`config.mk`:
```
export PLATFORM = sky130hd
export DESIGN_NAME = cfb_config_bank
export DESIGN_NICKNAME = d
export VERILOG_FILES = /design/src/shared/cfb_pkg.sv /design/src/design/cfb_config_bank.sv
export SDC_FILE = /design/constraint.sdc
export NUM_CORES = 1
export LEC_CHECK = 0
export BUFFER_PORTS_ARGS = -buffer_cell sky130_fd_sc_hd__buf_2
export CORE_MARGIN = 3
export CORE_UTILIZATION = 30
export CTS_CLUSTER_DIAMETER = 30
export DETAILED_ROUTE_END_ITERATION = 10
export PLACE_DENSITY = 0.58
export SLEW_MARGIN = 10
export SYNTH_ARGS = -nofsm -noshare
export SYNTH_HDL_FRONTEND = slang
export SYNTH_SLANG_ARGS = --single-unit
```
`constraint.sdc`:
```
create_clock -name sys_clk -period 2.1 [get_ports sys_clk]
set_input_delay 0.63 -clock sys_clk [delete_from_list [all_inputs] [get_ports sys_clk]]
set_output_delay 0.63 -clock sys_clk [all_outputs]
set_load 0.02 [all_outputs]
```
`src/shared/cfb_pkg.sv`:
```
// constants for the clock fanout configuration bank
package cfb_pkg;
  // ==========================================================================
  // command codes
  localparam logic [7:0] CFB_CMD_FLAG       = 8'h80;
  localparam logic [6:0] CFB_OFS_LOCK_PHASE = 7'h03;
  localparam logic [6:0] CFB_OFS_G0_DIV     = 7'h04;
  localparam logic [6:0] CFB_OFS_CHIP_OUTS  = 7'h05;
  localparam logic [6:0] CFB_OFS_OUTS_BW    = 7'h06;
  localparam logic [6:0] CFB_OFS_LOOP_DIV   = 7'h07;
  // ==========================================================================
  // reset values
  localparam logic [7:0] CFB_RST_LOCK_PHASE = 8'h00;
  localparam logic [7:0] CFB_RST_G0_DIV     = 8'h27;
  localparam logic [7:0] CFB_RST_CHIP_OUTS  = 8'hFF;
  localparam logic [7:0] CFB_RST_OUTS_BW    = 8'hF0;
  localparam logic [7:0] CFB_RST_LOOP_DIV   = 8'h89;
  // ==========================================================================
  // decoded output reset values
  localparam logic [6:0] CFB_RST_RATIO      = 7'h14;
  localparam logic [5:0] CFB_RST_PHASE_DEN  = 6'h04;
  localparam logic [3:0] CFB_RST_IN_DIV     = 4'h1;
  localparam logic [5:0] CFB_RST_FB_DIV     = 6'h28;
  // ==========================================================================
  // field positions
  localparam int CFB_BIT_LOCK_OVR   = 5;
  localparam int CFB_BIT_G0_EN      = 5;
  localparam int CFB_BIT_G0_BYPASS  = 4;
  localparam int CFB_BIT_CHIP_EN    = 7;
  localparam int CFB_BIT_LOOP_EN    = 7;
  localparam int CFB_NUM_OUTS       = 11;
  localparam int CFB_NUM_GROUP0     = 5;
  // ==========================================================================
  // feedback divider codes
  localparam logic [3:0] CFB_FB_CODE_32 = 4'h8;
  localparam logic [3:0] CFB_FB_CODE_40 = 4'h9;
  // ==========================================================================
  // synchroniser depth
  localparam int CFB_SYNC_STAGES = 2;
endpackage : cfb_pkg

```
`src/design/cfb_config_bank.sv`:
```
// configuration bank, bytes 3 to 7, with field decode
//
// Function
// - lock override ungates outputs from loop lock
// - byte 3 low five bits: group0 phase
// - byte 4 bit 5 enables group0 outputs
// - byte 4 bit 4 bypasses loop
// - byte 4 low nibble: group0 ratio, default 20
// - ratio codes 0..A decode to 1..80 table, codes B..F to 0
// - byte 5 bit 7 chip enable
// - byte 5 bits 6..0 enable outputs 10..4
// - byte 6 bits 7..4 enable outputs 3..0
// - byte 6 low nibble: loop bandwidth select
// - byte 7 bit 7 loop enable
// - byte 7 bits 5..4 input divider 1/2/4/8
// - byte 7 low nibble feedback divider 32/40
// - command code 80h plus byte offset
// - phase lead steps, none for ratio 1, 5
`timescale 1ns/1ps
`default_nettype none
module cfb_config_bank
(
  input  wire logic                        sys_clk,
  input  wire logic                        reset_n,
  input  wire logic [7:0]                  cmd_code,
  input  wire logic                        wr_stb,
  input  wire logic [7:0]                  wr_data,
  input  wire logic                        rd_stb,
  output logic      [7:0]                  rd_data,
  output logic                             rd_valid,
  input  wire logic                        loop_locked,
  output logic      [cfb_pkg::CFB_NUM_OUTS-1:0] out_drive_en,
  output logic                             chip_en,
  output logic                             loop_en,
  output logic      [3:0]                  loop_bw_sel,
  output logic                             group0_loop_bypass,
  output logic      [6:0]                  group0_ratio,
  output logic      [4:0]                  group0_phase_steps,
  output logic      [5:0]                  group0_phase_den,
  output logic      [3:0]                  input_div_ratio,
  output logic      [5:0]                  feedback_div_ratio
);
  import cfb_pkg::*;

  // ==========================================================================
  // register storage
  logic [7:0] lock_gate_phase_group0;
  logic [7:0] group0_divider_ctrl;
  logic [7:0] chip_and_upper_output_enables;
  logic [7:0] lower_output_enables_bandwidth;
  logic [7:0] loop_enable_input_feedback_div;
  logic       cmd_hit;
  logic [6:0] cmd_ofs;

  assign cmd_hit = (cmd_code & CFB_CMD_FLAG) == CFB_CMD_FLAG;
  assign cmd_ofs = cmd_code[6:0];

  // byte 3 write
  always_ff @(posedge sys_clk or negedge reset_n) begin
    if (!reset_n) begin
      lock_gate_phase_group0 <= CFB_RST_LOCK_PHASE;
    end else if (wr_stb && cmd_hit && (cmd_ofs == CFB_OFS_LOCK_PHASE)) begin
      lock_gate_phase_group0 <= wr_data;
    end
  end

  // byte 4 write
  always_ff @(posedge sys_clk or negedge reset_n) begin
    if (!reset_n) begin
      group0_divider_ctrl <= CFB_RST_G0_DIV;
    end else if (wr_stb && cmd_hit && (cmd_ofs == CFB_OFS_G0_DIV)) begin
      group0_divider_ctrl <= wr_data;
    end
  end

  // byte 5 write
  always_ff @(posedge sys_clk or negedge reset_n) begin
    if (!reset_n) begin
      chip_and_upper_output_enables <= CFB_RST_CHIP_OUTS;
    end else if (wr_stb && cmd_hit && (cmd_ofs == CFB_OFS_CHIP_OUTS)) begin
      chip_and_upper_output_enables <= wr_data;
    end
  end

  // byte 6 write
  always_ff @(posedge sys_clk or negedge reset_n) begin
    if (!reset_n) begin
      lower_output_enables_bandwidth <= CFB_RST_OUTS_BW;
    end else if (wr_stb && cmd_hit && (cmd_ofs == CFB_OFS_OUTS_BW)) begin
      lower_output_enables_bandwidth <= wr_data;
    end
  end

  // byte 7 write
  always_ff @(posedge sys_clk or negedge reset_n) begin
    if (!reset_n) begin
      loop_enable_input_feedback_div <= CFB_RST_LOOP_DIV;
    end else if (wr_stb && cmd_hit && (cmd_ofs == CFB_OFS_LOOP_DIV)) begin
      loop_enable_input_feedback_div <= wr_data;
    end
  end

  // ==========================================================================
  // read path
  logic [7:0] rd_mux;

  always_comb begin
    rd_mux = 8'h00;
    if (cmd_hit) begin
      unique case (cmd_ofs)
        CFB_OFS_LOCK_PHASE: rd_mux = lock_gate_phase_group0;
        CFB_OFS_G0_DIV:     rd_mux = group0_divider_ctrl;
        CFB_OFS_CHIP_OUTS:  rd_mux = chip_and_upper_output_enables;
        CFB_OFS_OUTS_BW:    rd_mux = lower_output_enables_bandwidth;
        CFB_OFS_LOOP_DIV:   rd_mux = loop_enable_input_feedback_div;
        default:            rd_mux = 8'h00;
      endcase
    end
  end

  always_ff @(posedge sys_clk or negedge reset_n) begin
    if (!reset_n) begin
      rd_data  <= 8'h00;
      rd_valid <= 1'b0;
    end else begin
      rd_valid <= rd_stb;
      if (rd_stb) begin
        rd_data <= rd_mux;
      end
    end
  end

  // ==========================================================================
  // lock status synchroniser
  logic [CFB_SYNC_STAGES-1:0] lock_sync;

  always_ff @(posedge sys_clk or negedge reset_n) begin
    if (!reset_n) begin
      lock_sync <= '0;
    end else begin
      lock_sync <= {lock_sync[CFB_SYNC_STAGES-2:0], loop_locked};
    end
  end

  // ==========================================================================
  // field decode
  logic [3:0]              ratio_code;
  logic [4:0]              phase_sel;
  logic [6:0]              next_ratio;
  logic [4:0]              next_steps;
  logic [5:0]              next_den;
  logic [3:0]              next_in_div;
  logic [5:0]              next_fb_div;
  logic [CFB_NUM_OUTS-1:0] out_n_en;
  logic [CFB_NUM_OUTS-1:0] next_drive;
  logic                    lock_gate_override;
  logic                    group0_divider_en;
  logic                    outs_allowed;

  assign ratio_code         = group0_divider_ctrl[3:0];
  assign phase_sel          = lock_gate_phase_group0[4:0];
  assign lock_gate_override = lock_gate_phase_group0[CFB_BIT_LOCK_OVR];
  assign group0_divider_en  = group0_divider_ctrl[CFB_BIT_G0_EN];
  assign out_n_en = {chip_and_upper_output_enables[6:0],
                     lower_output_enables_bandwidth[7:4]};
  assign outs_allowed = chip_and_upper_output_enables[CFB_BIT_CHIP_EN]
                        && (lock_gate_override || lock_sync[CFB_SYNC_STAGES-1]);

  always_comb begin
    next_ratio = 7'h00;
    next_steps = 5'h00;
    next_den   = 6'h01;
    unique case (ratio_code)
      4'h0: next_ratio = 7'h01;
      4'h1: begin
        next_ratio = 7'h02;
        next_steps = {4'h0, phase_sel[0]};
        next_den   = 6'h02;
      end
      4'h2: begin
        next_ratio = 7'h04;
        next_steps = {3'h0, phase_sel[1:0]};
        next_den   = 6'h04;
      end
      4'h3: next_ratio = 7'h05;
      4'h4: begin
        next_ratio = 7'h08;
        next_steps = {2'h0, phase_sel[2:0]};
        next_den   = 6'h08;
      end
      4'h5: begin
        next_ratio = 7'h0A;
        next_steps = {4'h0, phase_sel[1]};
        next_den   = 6'h02;
      end
      4'h6: begin
        next_ratio = 7'h10;
        next_steps = {1'h0, phase_sel[3:0]};
        next_den   = 6'h10;
      end
      4'h7: begin
        next_ratio = 7'h14;
        next_steps = {3'h0, phase_sel[2:1]};
        next_den   = 6'h04;
      end
      4'h8: begin
        next_ratio = 7'h20;
        next_steps = phase_sel;
        next_den   = 6'h20;
      end
      4'h9: begin
        next_ratio = 7'h28;
        next_steps = {2'h0, phase_sel[3:1]};
        next_den   = 6'h08;
      end
      4'hA: begin
        next_ratio = 7'h50;
        next_steps = {1'h0, phase_sel[4:1]};
        next_den   = 6'h10;
      end
      default: ;
    endcase
  end

  always_comb begin
    unique case (loop_enable_input_feedback_div[5:4])
      2'h0:    next_in_div = 4'h1;
      2'h1:    next_in_div = 4'h2;
      2'h2:    next_in_div = 4'h4;
      2'h3:    next_in_div = 4'h8;
    endcase
    if (loop_enable_input_feedback_div[3:0] == CFB_FB_CODE_32) begin
      next_fb_div = 6'h20;
    end else if (loop_enable_input_feedback_div[3:0] == CFB_FB_CODE_40) begin
      next_fb_div = 6'h28;
    end else begin
      next_fb_div = 6'h00;
    end
  end

  genvar gi;
  generate
    for (gi = 0; gi < CFB_NUM_OUTS; gi++) begin : g_drive
      if (gi < CFB_NUM_GROUP0) begin : g_grp0
        assign next_drive[gi] = outs_allowed && out_n_en[gi] && group0_divider_en;
      end else begin : g_rest
        assign next_drive[gi] = outs_allowed && out_n_en[gi];
      end
    end
  endgenerate

  // ==========================================================================
  // registered decoded outputs
  // output, chip and loop enables
  always_ff @(posedge sys_clk or negedge reset_n) begin
    if (!reset_n) begin
      out_drive_en <= '0;
      chip_en      <= 1'b1;
      loop_en      <= 1'b1;
    end else begin
      out_drive_en <= next_drive;
      chip_en      <= chip_and_upper_output_enables[CFB_BIT_CHIP_EN];
      loop_en      <= loop_enable_input_feedback_div[CFB_BIT_LOOP_EN];
    end
  end

  // loop bandwidth select
  always_ff @(posedge sys_clk or negedge reset_n) begin
    if (!reset_n) begin
      loop_bw_sel <= 4'h0;
    end else begin
      loop_bw_sel <= lower_output_enables_bandwidth[3:0];
    end
  end

  // group0 divider and phase
  always_ff @(posedge sys_clk or negedge reset_n) begin
    if (!reset_n) begin
      group0_loop_bypass <= 1'b0;
      group0_ratio       <= CFB_RST_RATIO;
      group0_phase_steps <= 5'h00;
      group0_phase_den   <= CFB_RST_PHASE_DEN;
    end else begin
      group0_loop_bypass <= group0_divider_ctrl[CFB_BIT_G0_BYPASS];
      group0_ratio       <= next_ratio;
      group0_phase_steps <= next_steps;
      group0_phase_den   <= next_den;
    end
  end

  // input and feedback dividers
  always_ff @(posedge sys_clk or negedge reset_n) begin
    if (!reset_n) begin
      input_div_ratio    <= CFB_RST_IN_DIV;
      feedback_div_ratio <= CFB_RST_FB_DIV;
    end else begin
      input_div_ratio    <= next_in_div;
      feedback_div_ratio <= next_fb_div;
    end
  end

endmodule // cfb_config_bank
`default_nettype wire

```
==> impl_metrics.json <==
{
  "status": "complete, no violations",
  "layout.cells.non_filler": 537,
  "met2_usage_pct": 19.9,
  "place.gp.congestion": 0.814,
  "yosysSeqAreaShare_pct": 62.5,
  "ys.flop_type": "dfrtp_1",
  "grt_setup_unrepaired": "false",
  "met1_usage_pct": 18.1,
  "finalWirelength_microns": 8930,
  "regToRegStartpoint": "group0_divider_ctrl[0]$_DFFE_PN1P_",
  "drt-initial-drc-count": 140,
  "ys_ff_latch": 93,
  "io_buffers": 71,
  "overflow": 0,
  "yosysMostFrequentCell": "dfrtp_1",
  "slew_violations": 0,
  "fmax_mhz": 555,
  "nNetsFinal": 385,
  "antenna_left": 0,
  "ios": 76,
  "synthArstFlopShare_pct": 100,
  "ir_drop_mv": 0.368,
  "final_hold_viol_count": 0,
  "regToRegSetupSlack_ns": 0.56,
  "final-setup-viol-count": 0,
  "grt_first_pass_wirelength_microns": 14600,
  "p_leak_nw": 2.32,
  "diodes": 0,
  "yosysWarningCount": 0,
  "synthesis.area_sq_um": 3770,
  "cts_tree": "built",
  "synth.top_cells.by_area": "dfrtp_1, dfstp_2, mux2_2",
  "dpl.cell_count": 521,
  "cts_hold_buf": 0,
  "grtUsageMet3_pct": 3.59,
  "synth-edff-count": 0,
  "coreArea_sq_um": 12200,
  "ys_types": 42,
  "synth_common_cells": "dfrtp_1, mux2_2, dfstp_2",
  "htreeDepth": 3,
  "syn-mean-instance-area_sq_um": 13.7,
  "dr.pass1.iters": 4,
  "nFillCells": 1183,
  "worst-r2r-cell-count": 4,
  "cts_setup_buffers": 0,
  "arrival_ns": 2.02,
  "detail_route.wl_per_cell_microns": 16.6,
  "setup.worst_path.start": "cmd_code[3]",
  "power_w": 0.00397,
  "antenna_found_initial": 0,
  "synth.top_cell.area_share_pct": 43.8,
  "start_util_pct": 31.0,
  "die_w_microns": 118,
  "period_share_pct": 85.8,
  "rows": 40,
  "reg2reg_to": "group0_phase_steps[2]$_DFF_PN0_",
  "crit_path_max_fanout": 6,
  "cp-end-kind": "register",
  "cts_inserted_buffers": 9,
  "finalCriticalPeriod_ns": 1.80,
  "cp-start-kind": "input pin",
  "area_growth_pct": 26.5,
  "drv_cap": 0,
  "skew_ns": 0.00884,
  "grt_max_degree": 94,
  "synth_area_leader_cell": "dfrtp_1",
  "grt_use_total_pct": 13.2,
  "grt_busiest_layer": "met2",
  "synthCells": 275,
  "final_layout_size_suffix_gt1_share_pct": 48.8,
  "clkSlewWorstSetupHoldPaths_ns": 0.06,
  "die-area_sq_um": 14000,
  "routed_via_density": 4.70,
  "clk_latency_ns": 0.34,
  "dpl.hpwl_microns": 6270,
  "critPathRequiredTime_ns": 2.32,
  "vias": 2524,
  "worstSetupPathType": "input pin to register",
  "die_y_microns": 118,
  "hold_class": "input pin to asynchronous set/reset pin",
  "grt_pass1_vias": 2625,
  "power_density_nw_per_um2": 831,
  "cts_max_path_buffers": 2,
  "drc": 0,
  "cts_resized": 0,
  "clock_sinks": 93,
  "clockRootBuffer": "clkbuf_16"
}
critical path, stage by stage:
cell and delay, ns:
buf_2 0.11, nor4_4 0.29, nand3_2 0.23, nor3_4 0.24
buf_4 0.19, mux2_2 0.33
through the flow:
step	TNS (ns)	setup WS [ns]	area (sq um)	hold slack (ns)	utilization, %
2_1_floorplan	0	0.144	3790	0.331	-
3_3_place_gp	-0.158	-0.0251	4450	0.341	36.6
3_5_place_dp	-0.758	-0.0579	4450	0.338	36.6
4_1_cts	0	0.301	4770	0.351	39.2
5_1_grt	0	0.210	4770	0.352	39.2
6_report	0	0.298	4770	0.333	39.2
cell usage in the layout, fill, tap and decap left out, drive strengths merged, types with 2 or more instances in the layout:
cell type / Yosys / layout
nand2: 4 / 4
nor3: 5 / 5
dfstp: 27 / 27
a22o: 2 / 2
nand2b: 4 / 4
mux2: 40 / 40
a221oi: 2 / 2
o21ai: 11 / 11
nand3: 3 / 3
a21oi: 8 / 8
conb: 1 / 4
and2: 10 / 10
nor2b: 16 / 16
clkbuf: 8 / 11
and3: 5 / 5
dfrtp: 66 / 66
a21boi: 2 / 2
nor2: 10 / 10
nor3b: 5 / 5
mux2i: 9 / 9
a32oi: 8 / 8
bufinv: 0 / 2
a221o: 8 / 8
buf: 8 / 91
clkinvlp: 0 / 2
inv: 3 / 3
state kept, by name, indices dropped and copies added, names as in the netlist, 2 cells and up:
signal                          flops
lock_gate_phase_group0              8
group0_ratio                        7
chip_and_upper_output_enables       8
lock_sync                           2
loop_enable_input_feedback_div      8
group0_phase_steps                  5
group0_phase_den                    6
lower_output_enables_bandwidth      8
out_drive_en                       11
feedback_div_ratio                  2
rd_data                             8
group0_divider_ctrl                 8
input_div_ratio                     4
loop_bw_sel                         4
logic make-up (layout without fill, tap and decap cells):
group	after synthesis	in the layout	synth area share, %
buf+inv	19	110	2.49
simple gates	64	64	11.0
flops	93	93	62.5
mux	49	49	14.3
xor+xnor	1	1	0.232
compound gates	48	48	9.31
other cells	1	4	0.0993
where the power goes:
part | leakage, nW | total (W) | internal (W) | switching, W
combinational | 0.992 | 0.000279 | 0.000105 | 0.000174
clock | 0.152 | 0.00175 | 0.00108 | 0.000673
sequential | 1.18 | 0.00194 | 0.00188 | 0.0000580
layout make-up:
cell class	instances	area [sq um]	area share [%]
tap	168	210	4.40
inverter	3	11.3	0.236
sequential	93	2360	49.5
clock buffer	11	243	5.09
timing repair buffer	91	533	11.2
clock inverter	5	83.8	1.76
multi-input combinational	166	1330	27.9
worst max path at each step:
stage / slack [ns] / cells after the start / endpoint
3_3_place_gp: -0.03 / 6 / lower_output_enables_bandwidth[1]$_DFFE_PN0P_
4_1_cts: 0.30 / 6 / lower_output_enables_bandwidth[0]$_DFFE_PN0P_
2_1_floorplan: 0.14 / 5 / group0_divider_ctrl[3]$_DFFE_PN0P_
6_report: 0.30 / 6 / lock_gate_phase_group0[3]$_DFFE_PN0P_
5_1_grt: 0.21 / 6 / group0_divider_ctrl[3]$_DFFE_PN0P_
3_5_place_dp: -0.06 / 6 / lower_output_enables_bandwidth[2]$_DFFE_PN0P_
per-layer routing:
metal	up-vias	share of wire [%]
met3	12	6.1
met4	0	1.3
li1	1170	-
met5	-	0
met1	1270	46
met2	72	47
No activity file was read; power rests on OpenSTA's default activity.
